$ cat config.mk
export PLATFORM = sky130hd
export DESIGN_NAME = spwm_chan
export DESIGN_NICKNAME = d
export VERILOG_FILES = /design/src/hw/spwm_pkg.sv /design/src/hw/spwm_chan.sv /design/src/hw/spwm_tmr.sv
export SDC_FILE = /design/constraint.sdc
export NUM_CORES = 1
export LEC_CHECK = 0
export BUFFER_PORTS_ARGS = -buffer_cell sky130_fd_sc_hd__buf_2
export CORE_UTILIZATION = 60
export CTS_CLUSTER_DIAMETER = 30
export DETAILED_ROUTE_END_ITERATION = 8
export GPL_ROUTABILITY_DRIVEN = 0
export PLACE_DENSITY = 0.81
export SYNTH_ARGS = -nofsm -noshare
export SYNTH_HDL_FRONTEND = slang
export SYNTH_SLANG_ARGS = --single-unit
$ cat constraint.sdc
create_clock -name CORE_CLK -period 7.7 [get_ports CORE_CLK]
set_clock_uncertainty 0.05 [all_clocks]
set_input_delay 1.155 -clock CORE_CLK [delete_from_list [all_inputs] [get_ports CORE_CLK]]
set_output_delay 1.155 -clock CORE_CLK [all_outputs]
set_load 0.02 [all_outputs]
$ cat src/hw/spwm_pkg.sv
// constants for the standard pwm channel
// Overview of operation
// - period match clears count, sets pin, loads duty
// - zero duty keeps pin low at period start
// - period is (period+1) x 4 x prescale clocks
// - duty is low byte plus two low bits
// - new duty applies only after period match
// - high byte read-only in pwm mode
// - active duty double-buffered in high byte, latch
// - timebase is count plus two sub-count bits
// - timebase equal to active duty clears pin
// - duty beyond period leaves pin high
// - timer select field picks one of three timers
// - postscaler has no effect on period
// - ten bits resolution at period 255
// - prescale selectable among 1, 4, 16
// - sleep freezes count and channel state
// - sleep holds pin at its level
// - control cleared to zero releases pin
// - driver enabled only when direction is output
// - timer rollover sets timer match flag
// - reset restores registers, pin to input
package spwm_pkg;
  localparam int          SPWM_NTMR       = 3;
  localparam int          SPWM_CFG_W      = 15;
  localparam logic [7:0]  SPWM_OFS_CTRL   = 8'h00;
  localparam logic [7:0]  SPWM_OFS_CMPLO  = 8'h04;
  localparam logic [7:0]  SPWM_OFS_CMPHI  = 8'h08;
  localparam logic [7:0]  SPWM_OFS_TSEL   = 8'h0C;
  localparam logic [7:0]  SPWM_OFS_CFG0   = 8'h10;
  localparam logic [7:0]  SPWM_OFS_CFG2   = 8'h18;
  localparam logic [7:0]  SPWM_OFS_STAT   = 8'h1C;
  localparam logic [7:0]  SPWM_OFS_PIN    = 8'h20;
  localparam int          SPWM_DUTY_LSB   = 4;
  localparam int          SPWM_MODE_LSB   = 2;
  localparam logic [1:0]  SPWM_MODE_PWM   = 2'h3;
  localparam logic [1:0]  SPWM_TSEL_RSVD  = 2'h3;
  localparam int          SPWM_CFG_PS     = 8;
  localparam int          SPWM_CFG_RUN    = 10;
  localparam int          SPWM_ST_WAVE    = 8;
  localparam int          SPWM_ST_FLAG    = 9;
  localparam logic [7:0]  SPWM_CTRL_RST   = 8'h00;
  localparam logic [7:0]  SPWM_BYTE_RST   = 8'h00;
  localparam logic [1:0]  SPWM_TSEL_RST   = 2'h0;
  localparam logic        SPWM_DIR_RST    = 1'b1;
  localparam logic [14:0] SPWM_CFG_RST    = 15'h0000;
  localparam logic [1:0]  SPWM_PS_1       = 2'h0;
  localparam logic [1:0]  SPWM_PS_4       = 2'h1;
  localparam logic [5:0]  SPWM_PRE_LAST1  = 6'h03;
  localparam logic [5:0]  SPWM_PRE_LAST4  = 6'h0F;
  localparam logic [5:0]  SPWM_PRE_LAST16 = 6'h3F;
endpackage

$ cat src/hw/spwm_chan.sv
// standard pwm channel with apb register slave
`timescale 1ns/1ps
module spwm_chan
  import spwm_pkg::*;
(
  input  wire logic        CORE_CLK,
  input  wire logic        RESETN,
  input  wire logic        PSEL,
  input  wire logic        PENABLE,
  input  wire logic        PWRITE,
  input  wire logic [7:0]  PADDR,
  input  wire logic [31:0] PWDATA,
  output logic      [31:0] PRDATA,
  output logic             PREADY,
  output logic             PSLVERR,
  input  wire logic        SLEEP,
  output logic             WAVE_OUT,
  output logic             WAVE_OE,
  output logic             PIN_CLAIM
);
  logic [7:0]            ctrl_q;
  logic [7:0]            cmp_lo_q;
  logic [7:0]            cmp_hi_q;
  logic [1:0]            dlat_q;
  logic [1:0]            tsel_q;
  logic                  dir_q;
  logic [SPWM_CFG_W-1:0] cfg_q [SPWM_NTMR];
  logic [SPWM_NTMR-1:0]  flag_q;
  logic [SPWM_NTMR-1:0]  roll_w;
  logic [7:0]            cnt_w [SPWM_NTMR];
  logic [1:0]            sub_w [SPWM_NTMR];
  logic                  wave_q;
  logic                  wave_d;
  logic                  claim_q;
  logic                  oe_q;
  logic [31:0]           prdata_q;
  logic                  pready_q;
  logic                  pslverr_q;

  // apb decode
  logic        setup_w;
  logic        wr_w;
  logic        hit_ctrl;
  logic        hit_lo;
  logic        hit_hi;
  logic        hit_tsel;
  logic        hit_cfg;
  logic        hit_stat;
  logic        hit_pin;
  logic        mapped_w;
  logic [1:0]  cfg_idx_w;
  logic [31:0] rd_w;

  assign setup_w   = PSEL & ~PENABLE;
  assign wr_w      = PSEL & PENABLE & pready_q & PWRITE;
  assign hit_ctrl  = PADDR == SPWM_OFS_CTRL;
  assign hit_lo    = PADDR == SPWM_OFS_CMPLO;
  assign hit_hi    = PADDR == SPWM_OFS_CMPHI;
  assign hit_tsel  = PADDR == SPWM_OFS_TSEL;
  assign hit_stat  = PADDR == SPWM_OFS_STAT;
  assign hit_pin   = PADDR == SPWM_OFS_PIN;
  assign hit_cfg   = (PADDR >= SPWM_OFS_CFG0) && (PADDR <= SPWM_OFS_CFG2) &&
                     (PADDR[1:0] == 2'h0);
  assign cfg_idx_w = 2'(PADDR[7:2] - SPWM_OFS_CFG0[7:2]);
  assign mapped_w  = hit_ctrl | hit_lo | hit_hi | hit_tsel | hit_cfg | hit_stat | hit_pin;

  // pwm datapath
  logic       pwm_w;
  logic [1:0] sel_w;
  logic       roll_sel_w;
  logic [9:0] tb_w;
  logic [9:0] duty_pend_w;
  logic [9:0] duty_act_w;
  logic       match_w;
  logic       wr_hi_w;
  logic       start_q;
  logic       start_d;

  assign pwm_w       = ctrl_q[SPWM_MODE_LSB+1:SPWM_MODE_LSB] == SPWM_MODE_PWM;
  assign sel_w       = (tsel_q == SPWM_TSEL_RSVD) ? 2'h0 : tsel_q;
  assign roll_sel_w  = roll_w[sel_w];
  assign tb_w        = {cnt_w[sel_w], sub_w[sel_w]};
  assign duty_pend_w = {cmp_lo_q, ctrl_q[SPWM_DUTY_LSB+1:SPWM_DUTY_LSB]};
  assign duty_act_w  = {cmp_hi_q, dlat_q};
  // a duty beyond the period never matches, so the pin stays high
  assign match_w     = pwm_w & (tb_w == duty_act_w);
  assign wr_hi_w     = wr_w & hit_hi;
  // period start applied a clock after rollover, held through sleep
  assign start_d     = SLEEP ? start_q : (pwm_w & roll_sel_w);

  assign rd_w = ({32{hit_ctrl}} & {24'h000000, ctrl_q}) |
                ({32{hit_lo}}   & {24'h000000, cmp_lo_q}) |
                ({32{hit_hi}}   & {24'h000000, cmp_hi_q}) |
                ({32{hit_tsel}} & {30'h00000000, tsel_q}) |
                ({32{hit_cfg}}  & {17'h00000, cfg_q[cfg_idx_w]}) |
                ({32{hit_stat}} & {20'h00000, flag_q, wave_q, cnt_w[sel_w]}) |
                ({32{hit_pin}}  & {31'h00000000, dir_q});

  always_comb begin
    wave_d = wave_q;
    if (ctrl_q == SPWM_CTRL_RST) begin
      wave_d = 1'b0;
    end else if (pwm_w && !SLEEP) begin
      if (start_q) begin
        wave_d = duty_act_w != 10'h000;
      end else if (match_w) begin
        wave_d = 1'b0;
      end
    end
  end

  // three period timers, postscaler bits stored but never used
  genvar k;
  generate
    for (k = 0; k < SPWM_NTMR; k++) begin : g_tmr
      logic wr_cfg_w;
      logic clr_flag_w;
      assign wr_cfg_w   = wr_w & hit_cfg & (cfg_idx_w == 2'(k));
      assign clr_flag_w = wr_w & hit_stat & PWDATA[SPWM_ST_FLAG+k];

      spwm_tmr u_tmr (
        .clk    (CORE_CLK),
        .rst_n  (RESETN),
        .run    (cfg_q[k][SPWM_CFG_RUN]),
        .hold   (SLEEP),
        .ps     (cfg_q[k][SPWM_CFG_PS+1:SPWM_CFG_PS]),
        .period (cfg_q[k][7:0]),
        .cnt    (cnt_w[k]),
        .sub    (sub_w[k]),
        .roll   (roll_w[k])
      );

      always_ff @(posedge CORE_CLK) begin
        if (!RESETN) begin
          cfg_q[k]  <= SPWM_CFG_RST;
          flag_q[k] <= 1'b0;
        end else begin
          if (wr_cfg_w) begin
            cfg_q[k] <= PWDATA[SPWM_CFG_W-1:0];
          end
          flag_q[k] <= roll_w[k] | (flag_q[k] & ~clr_flag_w);
        end
      end
    end
  endgenerate

  // software registers
  always_ff @(posedge CORE_CLK) begin
    if (!RESETN) begin
      ctrl_q   <= SPWM_CTRL_RST;
      cmp_lo_q <= SPWM_BYTE_RST;
      tsel_q   <= SPWM_TSEL_RST;
      dir_q    <= SPWM_DIR_RST;
    end else if (wr_w) begin
      if (hit_ctrl) begin
        ctrl_q <= PWDATA[7:0];
      end
      if (hit_lo) begin
        cmp_lo_q <= PWDATA[7:0];
      end
      if (hit_tsel) begin
        tsel_q <= PWDATA[1:0];
      end
      if (hit_pin) begin
        dir_q <= PWDATA[0];
      end
    end
  end

  // duty shadow, loaded at period end in pwm mode, written by software otherwise
  always_ff @(posedge CORE_CLK) begin
    if (!RESETN) begin
      cmp_hi_q <= SPWM_BYTE_RST;
      dlat_q   <= 2'h0;
    end else if (pwm_w && roll_sel_w) begin
      cmp_hi_q <= cmp_lo_q;
      dlat_q   <= ctrl_q[SPWM_DUTY_LSB+1:SPWM_DUTY_LSB];
    end else if (wr_hi_w && !pwm_w) begin
      cmp_hi_q <= PWDATA[7:0];
    end
  end

  // pin and bus outputs
  always_ff @(posedge CORE_CLK) begin
    if (!RESETN) begin
      wave_q    <= 1'b0;
      start_q   <= 1'b0;
      claim_q   <= 1'b0;
      oe_q      <= 1'b0;
      pready_q  <= 1'b0;
      pslverr_q <= 1'b0;
      prdata_q  <= 32'h00000000;
    end else begin
      wave_q    <= wave_d;
      start_q   <= start_d;
      claim_q   <= ctrl_q != SPWM_CTRL_RST;
      oe_q      <= (ctrl_q != SPWM_CTRL_RST) & ~dir_q;
      pready_q  <= setup_w;
      pslverr_q <= setup_w & ~mapped_w;
      if (setup_w) begin
        prdata_q <= rd_w;
      end
    end
  end

  assign WAVE_OUT  = wave_q;
  assign WAVE_OE   = oe_q;
  assign PIN_CLAIM = claim_q;
  assign PRDATA    = prdata_q;
  assign PREADY    = pready_q;
  assign PSLVERR   = pslverr_q;
endmodule

$ cat src/hw/spwm_tmr.sv
// one 8-bit period timer with prescaler and sub-count bits
`timescale 1ns/1ps
module spwm_tmr
  import spwm_pkg::*;
(
  input  wire logic       clk,
  input  wire logic       rst_n,
  input  wire logic       run,
  input  wire logic       hold,
  input  wire logic [1:0] ps,
  input  wire logic [7:0] period,
  output logic      [7:0] cnt,
  output logic      [1:0] sub,
  output logic            roll
);
  logic [5:0] pre_q;
  logic [5:0] pre_d;
  logic [5:0] last_w;
  logic [7:0] cnt_q;
  logic [7:0] cnt_d;
  logic       inc_w;

  // four clocks per count, times the prescale
  assign last_w = (ps == SPWM_PS_1) ? SPWM_PRE_LAST1 :
                  (ps == SPWM_PS_4) ? SPWM_PRE_LAST4 : SPWM_PRE_LAST16;
  assign inc_w  = run & ~hold & (pre_q == last_w);
  assign roll   = inc_w & (cnt_q == period);
  assign pre_d  = ~run ? 6'h00 : (hold ? pre_q : (inc_w ? 6'h00 : pre_q + 6'h01));
  assign cnt_d  = roll ? 8'h00 : (inc_w ? cnt_q + 8'h01 : cnt_q);
  // clock phase at 1:1, prescaler bits otherwise
  assign sub    = (ps == SPWM_PS_1) ? pre_q[1:0] :
                  (ps == SPWM_PS_4) ? pre_q[3:2] : pre_q[5:4];
  assign cnt    = cnt_q;

  always_ff @(posedge clk) begin
    if (!rst_n) begin
      pre_q <= 6'h00;
      cnt_q <= 8'h00;
    end else begin
      pre_q <= pre_d;
      cnt_q <= cnt_d;
    end
  end
endmodule

==> results of run 1 <==
-- per-layer routing --
layer,vias up,share of wire [%],global-route usage [%]
met5,-,0,0
met4,0,4.9,17.63
met3,72,9.1,7.766
met2,340,47,49.45
met1,2924,39,38.56
li1,2824,-,-
-- power by group --
part           total [W]  switching (W)  internal (W)
Sequential      0.000777     0.00000739      0.000770
Clock           0.000774       0.000322      0.000452
Combinational  0.0000850      0.0000608     0.0000242
-- final cells by class --
cell class              instances  area (µm²)  share of cell area [%]
clock buffers                  18       439.2                   5.363
clock inverters                14       120.1                   1.467
inverters                      11       41.29                  0.5042
flip-flops and latches        140        3253                   39.73
repair buffers                 52       270.3                   3.300
well taps                     147       183.9                   2.246
multi-input cells             577        3881                   47.39
-- critical path, stage by stage --
cell	delay [ns]
sky130_fd_sc_hd__buf_2	0.09
sky130_fd_sc_hd__or4_1	0.69
sky130_fd_sc_hd__nor3b_4	0.69
sky130_fd_sc_hd__nand3_1	0.47
sky130_fd_sc_hd__nor3_1	1.05
sky130_fd_sc_hd__and2_1	0.25
-- state kept, by name, summed over array words and instances (netlist names), 2 cells and up --
register / cells
g_tmr.u_tmr.cnt: 24
dlat_q: 2
cmp_lo_q: 8
tsel_q: 2
PRDATA: 15
cmp_hi_q: 8
ctrl_q: 8
g_tmr.u_tmr.pre_q: 18
cfg_q: 45
flag_q: 3
-- through the flow --
stage	std cells	power, W	hold slack [ns]	instance area [µm²]	worst slack, ns
floorplan	782	0.0008512	0.3631	7483	3.482
global placement	927	0.0008727	0.3756	7630	3.248
detailed placement	927	0.0008754	0.3850	7630	3.200
CTS	959	0.001636	0.3931	8189	3.636
global route	959	0.001670	0.4140	8189	3.262
finish	959	0.001636	0.3939	8189	3.542
-- placed cells by master (no fill, tap or decap), drive strengths merged, types with 5 or more instances in the layout --
cell type  count
or3            5
or4            6
a221oi        14
mux4           6
edfxtp        45
o21ai         23
dfxtp         95
o211ai         7
nand4         16
a21oi         37
inv           13
nand2b         6
nand2         60
conb          17
mux2i         39
nand3         36
nor3          14
o31ai          7
and3b         14
buf           52
clkbuf        18
nor2b          9
nor2          71
xor2          44
clkinv         9
nor4          20
xnor2         26
a211oi        17
ha             6
and2          38
and3          10
-- final timing paths --
kind                  to  startpoint
max          cfg_q[0][3]    PADDR[1]
min              WAVE_OE       dir_q
max reg2reg     WAVE_OUT   tsel_q[1]
min reg2reg      WAVE_OE       dir_q
-- cells by family after synthesis --
family,after synthesis
buf+inv,65
mux,47
compound gates,123
other cells,1
simple gates,314
fa+ha+maj,6
xor+xnor,70
flops,140
==> metrics.log, run 1 <==
[metrics] hold-fix buffers at CTS: 0
[metrics] clock latency at the later pin of the worst-skew pair: 0.43 ns
[metrics] cell taking the most area after synthesis: sky130_fd_sc_hd__dfxtp_1
[metrics] count of cells along the worst register-to-register path: 6
[metrics] area added between synthesis and finish: 10.32%
[metrics] clk sinks: 140
[metrics] type of the setup path with the least slack: in -> reg
[metrics] result of the run: complete, no violations
[metrics] count of unresolved DRC violations after routing: 0
[metrics] simple-gate area share of the yosys netlist: 23.04%
[metrics] power density over the cells: approximately 200 nW/µm²
[metrics] CTS root buf: sky130_fd_sc_hd__clkbuf_16
[metrics] Hold Path Stages: 1
[metrics] Post-synth EDFFs: 45
[metrics] per-cell routed wire length: 20.29 µm
[metrics] worst rel slew slack: 18.81%
[metrics] peak fanout along the critical path: 17
[metrics] initial drt markers: between 500 and 600
[metrics] #FFs+latches synth: 140
[metrics] post-synth top area share: 25.62%
[metrics] mean instance size in the synthesized netlist: 9.691 µm²
[metrics] number of setup violations in the final report: 0
[metrics] final period utilization: 54.00%
[metrics] Synth cell types: just over 70
[metrics] Lkg Pwr: 3.201 nW
[metrics] CTS H-Tree Depth: 4
[metrics] top-level port count: 83
[metrics] Synth Flop Type: sky130_fd_sc_hd__dfxtp_1
[metrics] clock transition at the registers of the reported paths: 0.06 ns
[metrics] worst hold path class: reg -> reg
[metrics] post-cts sizing count: 0
[metrics] instance count of the mapped netlist: 766
[metrics] average via count per standard cell: 6.423
[metrics] site row count: 40
[metrics] residual overflow from global routing: 0
[metrics] Worst Setup End Kind: flop
[metrics] Critical Path Start Type: input pin
[metrics] DP HPWL: 13.85 mm
[metrics] number of detailed-route iterations in the first pass: 7
[metrics] YS warnings: 0
[metrics] setup repair after global routing missed its margin: false
[metrics] final design utilization: 68.18%
[metrics] remaining antenna violation count after routing: 0
[metrics] count leader, synth: sky130_fd_sc_hd__dfxtp_1
[metrics] asr flop ratio synth: 0%
[metrics] Final Slew Violations: 0
[metrics] global-route wire length before repair: 30.25 mm
[metrics] XOR/XNOR Fraction of Synth Area: 8.259%
[metrics] TritonCTS Buffers: 17
[metrics] count of antenna diodes in the layout: 0
[metrics] Core Area: 12,010 µm²
[metrics] sum of negative setup slack: 0 ns
[metrics] vias: 6,160
[metrics] Port Buf Inserts: 48
[metrics] Total Die Area: 12,820 µm²
[metrics] Critical Path AT: 4.40 ns
[metrics] transition at the pin with the smallest max-transition slack: ~1.2 ns
[metrics] largest net degree at the start of global routing: 43
[metrics] vias in the first global route: 5,985
[metrics] starting utilization of the core area: 61.80%
[metrics] Max Buffers Root-to-Sink: 2
[metrics] sequential-to-total area share from yosys stat: 43.82%
[metrics] fin nets: 851
[metrics] maximum ir drop on the vdd rail: 0.1721 mV
[metrics] post-synthesis compound-gate area fraction: roughly an eighth
[metrics] combinational family with the most area after synthesis: simple AND/OR/NAND/NOR gates
[metrics] clock tree from TritonCTS: yes
[metrics] register-to-register setup slack: between 4 and 5 ns
[metrics] cells taking the most area after synthesis: sky130_fd_sc_hd__dfxtp_1, sky130_fd_sc_hd__edfxtp_1, sky130_fd_sc_hd__mux2i_1
[metrics] Mapped Area: 7423 µm²
[metrics] overall die height: ~110 µm
[metrics] global-route total usage across every layer: 31.04%
[metrics] minimum clock period: 4.158 ns
[metrics] ratio of cells with drive above 1 in the final layout: 14.04%
[metrics] max-cap violation count: 0
[metrics] post-CTS setup buffer count: 0
[metrics] worst endpoint required time: 7.94 ns
[metrics] total count of hold-check failures in the final report: 0
[metrics] sum of routed wire length over all layers: 19.46 mm
[metrics] filler instances: approximately 890
[metrics] top cell types by occurrence after synthesis: sky130_fd_sc_hd__dfxtp_1, sky130_fd_sc_hd__nor2_1, sky130_fd_sc_hd__nand2_1, sky130_fd_sc_hd__edfxtp_1, sky130_fd_sc_hd__xor2_1
[metrics] number of antenna violations at the first check in global routing: 0
[metrics] Max Clock Freq: 240.5 MHz
[metrics] proportion of synthesized area in mux cells: approximately 7.4%
[metrics] Synth Area in Adders: between 1 and 1.5%
[metrics] Die W: 113.2 µm
Power figures use the tool's default switching activity.
==> run 2, diff against run 1 <==
--- a/config.mk
+++ b/config.mk
@@ -5,12 +5,13 @@
 export SDC_FILE = /design/constraint.sdc
 export NUM_CORES = 1
 export LEC_CHECK = 0
+export ABC_AREA = 1
 export BUFFER_PORTS_ARGS = -buffer_cell sky130_fd_sc_hd__buf_2
-export CORE_UTILIZATION = 60
+export CORE_UTILIZATION = 59
 export CTS_CLUSTER_DIAMETER = 30
 export DETAILED_ROUTE_END_ITERATION = 8
 export GPL_ROUTABILITY_DRIVEN = 0
-export PLACE_DENSITY = 0.81
+export PLACE_DENSITY = 0.8
 export SYNTH_ARGS = -nofsm -noshare
 export SYNTH_HDL_FRONTEND = slang
 export SYNTH_SLANG_ARGS = --single-unit
==> constraint.sdc (replaced) <==
create_clock -name CORE_CLK -period 4.26 [get_ports CORE_CLK]
set_clock_uncertainty 0.05 [all_clocks]
set_input_delay 0.639 -clock CORE_CLK [delete_from_list [all_inputs] [get_ports CORE_CLK]]
set_output_delay 0.639 -clock CORE_CLK [all_outputs]
set_load 0.02 [all_outputs]
==> run 2 against run 1 <==
Net effect:
- first-iteration DRC count increased by 27%
- worst setup slack got worse by 1.9 ns
- critical endpoint is now cfg_q[0][13]
- sequential cell count unchanged
- combinational power increased by 94%
- synthesized cell count increased by 28%
- critical path type unchanged
- sequential share of layout area decreased by 0.33 points
- via count increased by 9.3%
==> metrics.log, run 2 <==
[metrics] worst r2r src: g_tmr[2].u_tmr.pre_q[0]
[metrics] vias: 6,735 (+9.3%)
[metrics] site row count: 40 (unchanged)
[metrics] per-cell routed wire length: 16.21 µm (-20%)
[metrics] TritonCTS Buffers: 17 (unchanged)
[metrics] Lkg Pwr: 3.294 nW (+2.9%)
[metrics] placed standard-cell area: 7669 µm² (+0.51%)
[metrics] sequential standard cell area: 3253 µm² (unchanged)
[metrics] worst endpoint required time: 4.34 ns (-3.60 ns)
[metrics] Synth Flop Type: sky130_fd_sc_hd__dfxtp_1
[metrics] Mapped Area: 7332 µm² (-1.2%)
[metrics] top-level port count: 83 (unchanged)
[metrics] starting utilization of the core area: 60.79% (-1.0 points)
[metrics] register containing the most flip-flops in the final layout: cfg_q
[metrics] instance count of the mapped netlist: 978 (+28%)
[metrics] largest net degree at the start of global routing: 25 (-42%)
[metrics] portion of total power attributed to the clock network: 48.1% (+0.8 points)
[metrics] residual overflow from global routing: 0 (unchanged)
[metrics] remaining antenna violation count after routing: 0 (unchanged)
[metrics] average via count per standard cell: 5.571 (-13%)
[metrics] result of the run: complete, no violations
[metrics] global-route wire length before repair: 31.33 mm (+3.6%)
[metrics] Max Clock Freq: roughly 380 MHz
[metrics] number of setup violations in the final report: 0 (unchanged)
[metrics] register-to-register setup slack: 1.77 ns (-2.66 ns)
[metrics] Critical R2R Capture: cmp_hi_q[3]
[metrics] worst rel slew slack: 39.77% (+21 points)
[metrics] Post-synth EDFFs: 45 (unchanged)
[metrics] overall die height: 113.5 µm (+0.22%)
[metrics] top cell types by occurrence after synthesis: sky130_fd_sc_hd__nand2_1, sky130_fd_sc_hd__nor2_1, sky130_fd_sc_hd__inv_1, sky130_fd_sc_hd__dfxtp_1, sky130_fd_sc_hd__a21oi_1
[metrics] final design utilization: 68.45% (+0.28 points)
[metrics] post-CTS setup buffer count: 0 (unchanged)
[metrics] count of cells along the worst register-to-register path: 12 (+6)
[metrics] setup repair after global routing missed its margin: false
[metrics] cell taking the most area after synthesis: sky130_fd_sc_hd__dfxtp_1
[metrics] start point of the worst hold path: flag_q[2]
[metrics] vias in the first global route: 6,235 (+4.2%)
[metrics] asr flop ratio synth: 0% (unchanged)
[metrics] area added between synthesis and finish: 12.61%
[metrics] transition at the pin with the smallest max-transition slack: 0.9001 ns (-0.3085 ns)
[metrics] global-route total usage across every layer: 32.38% (+1.3 points)
[metrics] power spent charging and discharging nets: 0.0007163 W (+84%)
[metrics] cells taking the most area after synthesis: sky130_fd_sc_hd__dfxtp_1, sky130_fd_sc_hd__edfxtp_1, sky130_fd_sc_hd__nand2_1
[metrics] WHS Endpoint: PRDATA[11]
[metrics] filler instances: 1,004 (+12%)
[metrics] final period utilization: 62.38%
[metrics] max-cap violation count: 0 (unchanged)
[metrics] clock transition at the registers of the reported paths: 0.06 ns (about the same)
[metrics] Final Slew Violations: 0 (unchanged)
[metrics] number of antenna violations at the first check in global routing: 0 (unchanged)
[metrics] post-route non-filler standard cell count: 1,209 (+26%)
[metrics] Hold Path Stages: 2 (+1)
[metrics] area of the multi-input gates: 3456 µm² (-11%)
[metrics] clk sinks: 140 (unchanged)
[metrics] hold-fix buffers at CTS: 0 (unchanged)
[metrics] sum of routed wire length over all layers: 19.60 mm (+0.72%)
[metrics] sequential share of power: 46.5% (-1.0 points)
[metrics] count of unresolved DRC violations after routing: 0 (unchanged)
[metrics] fin nets: 1,080 (+27%)
[metrics] Port Buf Inserts: 48 (unchanged)
[metrics] Total Die Area: 12,880 µm² (+0.43%)
[metrics] number of detailed-route iterations in the first pass: 5 (-2)
[metrics] total count of hold-check failures in the final report: 0 (unchanged)
[metrics] Sw Ratio: 23.60% (-0.24 points)
[metrics] count leader, synth: sky130_fd_sc_hd__nand2_1
[metrics] post-cts sizing count: 0 (unchanged)
[metrics] Critical Path Start Type: input pin
[metrics] Synth cell types: 46 (-36%)
[metrics] Die W: 113.5 µm (+0.22%)
[metrics] minimum clock period: about 2.7 ns
[metrics] CTS root buf: sky130_fd_sc_hd__clkbuf_16
[metrics] leading cell types in the layout, fill and taps excluded: sky130_fd_sc_hd__nand2_1, sky130_fd_sc_hd__nor2_1, sky130_fd_sc_hd__inv_1, sky130_fd_sc_hd__dfxtp_1, sky130_fd_sc_hd__a21oi_1
[metrics] clock tree from TritonCTS: yes
[metrics] CTS H-Tree Depth: 4 (unchanged)
[metrics] type of the setup path with the least slack: in -> reg
[metrics] ratio of cells with drive above 1 in the final layout: 12.01% (-2.0 points)
[metrics] initial drt markers: 733 (+27%)
[metrics] sequential-to-total area share from yosys stat: 44.37% (+0.55 points)
[metrics] peak fanout along the critical path: 12 (-5)
[metrics] post-synth top area share: 25.94% (+0.32 points)
[metrics] count of antenna diodes in the layout: 0 (unchanged)
[metrics] Pint: 0.002318 W (+86%)
[metrics] Layout Cell Area excl Fill: 8257 µm² (+0.83%)
[metrics] mean instance size in the synthesized netlist: 7.497 µm² (-23%)
[metrics] Max Buffers Root-to-Sink: 2 (unchanged)
[metrics] Inst Count DP: 1,177 (+27%)
[metrics] YS warnings: 0 (unchanged)
[metrics] number of flip-flops under the largest register name: 45 (unchanged)
[metrics] leading cell type in the layout, fill and taps excluded: sky130_fd_sc_hd__nand2_1
[metrics] power density over the cells: 367.5 nW/µm² (+84%)
[metrics] #FFs+latches synth: 140 (unchanged)
[metrics] sum of negative setup slack: 0 ns (unchanged)
[metrics] combinational fraction of design power: 5.4% (+0.2 points)
[metrics] DP HPWL: 14.51 mm (+4.8%)
[metrics] Core Area: 12,060 µm² (+0.42%)
[metrics] Critical Path AT: 2.74 ns (-1.66 ns)
[metrics] worst hold path class: reg -> reg
[metrics] clock latency at the later pin of the worst-skew pair: 0.43 ns (about the same)
[metrics] maximum ir drop on the vdd rail: 0.3196 mV (+86%)
[metrics] Worst Setup End Kind: flop
## run 2: through the flow
| step | worst slack (ns) | hold slack [ns] | total power [W] |
|---|---|---|---|
| 6_report | 1.603 | 0.4248 | 0.003035 |
| 3_3_place_gp | 1.308 | 0.4071 | 0.001598 |
| 4_1_cts | 1.673 | 0.4254 | 0.003037 |
| 2_1_floorplan | 1.214 | 0.3759 | 0.001550 |
| 3_5_place_dp | 1.231 | 0.4236 | 0.001601 |
| 5_1_grt | 1.486 | 0.4718 | 0.003115 |
## run 2: power groups by stage
stage | logic (W) | clock network [W] | registers [W]
global route | 0.000179 | 0.00152 | 0.00141
detailed placement | 0.000163 | 0 | 0.00144
floorplan | 0.000105 | 0 | 0.00145
finish | 0.000165 | 0.00146 | 0.00141
global placement | 0.000160 | 0 | 0.00144
CTS | 0.000164 | 0.00146 | 0.00141
## run 2: logic make-up after synthesis
family                     count (synthesis)  synth area share [%]
and+or+nand+nor                          471                 28.57
AOI/OAI and AO/OA                        167                 12.76
xor gates and xnor gates                  31                 3.703
buffers and inverters                    162                 9.522
adders and majority gates                  6                 1.024
DFF                                      140                 44.37
other                                      1               0.05115
## run 2: worst max-delay path by stage
stage	start	endpoint	slack, ns
2_1_floorplan	PADDR[1]	cfg_q[0][0]	1.21
3_3_place_gp	PADDR[1]	cfg_q[0][12]	1.31
3_5_place_dp	PADDR[1]	cfg_q[0][14]	1.23
4_1_cts	PADDR[1]	cfg_q[0][13]	1.67
5_1_grt	PADDR[1]	cfg_q[0][13]	1.49
6_report	PADDR[1]	cfg_q[0][13]	1.60
## run 2: per-layer routing
layer  global-route usage (%)  wire, µm
met5                        0         0
met4                    22.37      1059
met3                    7.226      1538
met2                    48.86      8675
met1                    41.50      8322
## run 2: critical path: stages
cell and delay (ns):
sky130_fd_sc_hd__buf_2 0.09, sky130_fd_sc_hd__nor2_1 0.22, sky130_fd_sc_hd__nand3_2 0.22, sky130_fd_sc_hd__nor3_2 0.37, sky130_fd_sc_hd__buf_4 0.26, sky130_fd_sc_hd__inv_1 0.16, sky130_fd_sc_hd__o31ai_2 0.45, sky130_fd_sc_hd__buf_4 0.31
## run 2: final cells by class
| cell class | count | share of cell area, % |
|---|---|---|
| flip-flops and latches | 140 | 39.40 |
| repair buffers | 54 | 3.455 |
| clock inverters | 7 | 0.5910 |
| clock buffers | 25 | 6.531 |
| well taps | 168 | 2.546 |
| multi-input cells | 692 | 41.85 |
| inverters | 123 | 5.622 |
==> run 3, diff against run 2 <==
==> constraint.sdc (replaced) <==
create_clock -name CORE_CLK -period 2.75 [get_ports CORE_CLK]
set_clock_uncertainty 0.05 [all_clocks]
set_input_delay 0.4125 -clock CORE_CLK [delete_from_list [all_inputs] [get_ports CORE_CLK]]
set_output_delay 0.4125 -clock CORE_CLK [all_outputs]
set_load 0.02 [all_outputs]
==> run 3 against run 2 <==
Net effect:
- power up 54%
- worst hold slack worse by 0.18 ns
- final cell count up 1.1%
- highest routed layer unchanged
- via count up 1.8%
- first-iteration DRC count down 4.8%
- count of clock-buffer cells in the layout down 8
- wire length up 4.1%
- worst setup slack worse by 1.0 ns
- design area up 0.89%
==> metrics.log, run 3 (synthesis gave the netlist of run 2 again) <==
[metrics] vias: 6,855 (+1.8%)
[metrics] placed standard-cell area: 7766 µm² (+1.3%)
[metrics] area added between synthesis and finish: 13.62%
[metrics] master of the slowest instance on the critical path: sky130_fd_sc_hd__nor4_1
[metrics] leading cell types in the layout, fill and taps excluded: sky130_fd_sc_hd__nand2_1, sky130_fd_sc_hd__nor2_1, sky130_fd_sc_hd__inv_1, sky130_fd_sc_hd__dfxtp_1, sky130_fd_sc_hd__a21oi_1
[metrics] worst setup slack after placement: 0.3209 ns (-0.9098 ns)
[metrics] remaining antenna violation count after routing: 0 (unchanged)
[metrics] TritonCTS Buffers: 17 (unchanged)
[metrics] Critical Path Start Type: flop
[metrics] CTS H-Tree Depth: 4 (unchanged)
[metrics] overall die height: 113.5 µm (unchanged)
[metrics] count of unresolved DRC violations after routing: 0 (unchanged)
[metrics] vias in the first global route: 6,553 (+5.1%)
[metrics] worst endpoint required time: 3.01 ns (-1.33 ns)
[metrics] power density over the cells: 560.8 nW/µm² (+53%)
[metrics] CTS root buf: sky130_fd_sc_hd__clkbuf_16
[metrics] ratio of cells with drive above 1 in the final layout: 13.19% (+1.2 points)
[metrics] Max Buffers Root-to-Sink: 2 (unchanged)
[metrics] Final Slew Violations: 0 (unchanged)
[metrics] result of the run: complete, no violations
[metrics] count of antenna diodes in the layout: 0 (unchanged)
[metrics] Worst Setup End Kind: flop
[metrics] fin nets: 1,093 (+1.2%)
[metrics] max-cap violation count: 0 (unchanged)
[metrics] register containing the most flip-flops in the final layout: cfg_q
[metrics] overall power of the completed layout: 0.004672 W (+54%)
[metrics] sum of routed wire length over all layers: 20.39 mm (+4.1%)
[metrics] DP HPWL: 15.12 mm (+4.2%)
[metrics] number of antenna violations at the first check in global routing: 0 (unchanged)
[metrics] Port Buf Inserts: 48 (unchanged)
[metrics] minimum hold slack: 0.2455 ns (-0.1793 ns)
[metrics] final worst slack: 0.5772 ns (-1.026 ns)
[metrics] number of setup violations in the final report: 0 (unchanged)
[metrics] top-level port count: 83 (unchanged)
[metrics] global-route wire length before repair: 32.66 mm (+4.2%)
[metrics] largest net degree at the start of global routing: 33 (+32%)
[metrics] critical path's top delay family: simple AND/OR/NAND/NOR gates
[metrics] per-cell routed wire length: 16.69 µm (+3.0%)
[metrics] sum of buffers and inverters on the critical path: 1 (-3)
[metrics] clock transition at the registers of the reported paths: 0.06 ns (about the same)
[metrics] setup repair after global routing missed its margin: false
[metrics] Layout Cell Area excl Fill: 8330 µm² (+0.89%)
[metrics] average via count per standard cell: 5.610 (+0.70%)
[metrics] clk sinks: 140 (unchanged)
[metrics] total count of hold-check failures in the final report: 0 (unchanged)
[metrics] global-route total usage across every layer: 33.58% (+1.2 points)
[metrics] leading cell type in the layout, fill and taps excluded: sky130_fd_sc_hd__nand2_1
[metrics] post-cts sizing count: 0 (unchanged)
[metrics] cell breakdown of the critical path: inv_1 > nor2_2 > nand2_1 > nand3_1 > nor2_1 > nor4_1 > nor2_1
[metrics] Lkg Pwr: 3.344 nW (+1.5%)
[metrics] starting utilization of the core area: 60.79% (unchanged)
[metrics] peak fanout along the critical path: 10 (-2)
[metrics] Max Clock Freq: 460.2 MHz
[metrics] Critical Path AT: 2.43 ns (-0.31 ns)
[metrics] initial drt markers: 698 (-4.8%)
[metrics] number of flip-flops under the largest register name: 45 (unchanged)
[metrics] launching instance or port of the critical path: tsel_q[1]
[metrics] post-CTS setup buffer count: 0 (unchanged)
[metrics] site row count: 40 (unchanged)
[metrics] worst hold path class: in -> reg
[metrics] Slowest Stage Delay on Critical Path: 0.45 ns (about the same)
[metrics] Total Die Area: 12,880 µm² (unchanged)
[metrics] clock tree from TritonCTS: yes
[metrics] maximum ir drop on the vdd rail: 0.4483 mV (+40%)
[metrics] start point of the worst hold path: SLEEP
[metrics] filler instances: 1,010 (+0.60%)
[metrics] number of detailed-route iterations in the first pass: 5 (unchanged)
[metrics] sum of negative setup slack: 0 ns (unchanged)
[metrics] clock latency at the later pin of the worst-skew pair: 0.44 ns (about the same)
[metrics] residual overflow from global routing: 0 (unchanged)
[metrics] hold-fix buffers at CTS: 0 (unchanged)
[metrics] transition at the pin with the smallest max-transition slack: 0.7819 ns (-0.1182 ns)
[metrics] final period utilization: 79.01%
[metrics] Core Area: 12,060 µm² (unchanged)
[metrics] type of the setup path with the least slack: reg -> reg
[metrics] Die W: 113.5 µm (unchanged)
[metrics] worst rel slew slack: 47.72% (+7.9 points)
[metrics] worst r2r src: tsel_q[1]
[metrics] Worst path most repeated cell: sky130_fd_sc_hd__nor2_1
[metrics] minimum clock period: 2.173 ns
[run 3: path summary, 6_finish.rpt]
kind	end	slack [ns]	cells after the start
worst max-delay path	PRDATA[5]	0.58	7
worst min-delay path	g_tmr[0].u_tmr.pre_q[1]	0.25	2
worst max register to register	PRDATA[5]	0.58	7
worst min register to register	WAVE_OUT	0.44	2
[run 3: metal layers]
metal	global-route usage [%]	share of wire [%]	vias to the layer above
met5	0	0	-
met4	16.93	4.1	0
met3	7.651	8.6	72
met2	55.41	48	321
met1	41.37	40	3134
li1	-	-	3328
[run 3: cell type report]
type	instances	area [µm²]	share of cell area (%)
inverter	123	464.2	5.572
timing repair buffer	67	382.9	4.596
clock buffer	17	425.4	5.107
multi-input combinational	692	3456	41.48
sequential	140	3253	39.05
clock inverter	15	138.9	1.667
tap	168	210.2	2.523
[run 3: report_power, final]
part / internal (W) / total [W] / switching [W]
registers: 0.00216 / 0.00219 / 0.0000243
clock network: 0.00126 / 0.00222 / 0.000967
logic: 0.0000729 / 0.000263 / 0.000190
total: 0.00349 / 0.00467 / 0.00118
[run 3: worst register-to-register path, delay by kind of cell, from the launching register on]
family	cells	cell delay, ns
buffers and inverters	1	0.15
DFF	1	0.40
and+or+nand+nor	6	1.46
[run 3: per-stage QoR]
step	cells	util [%]
floorplan	994	-
detailed placement	1190	64.39
global placement	1190	64.39
global route	1222	69.07
finish	1222	69.07
CTS	1222	69.07
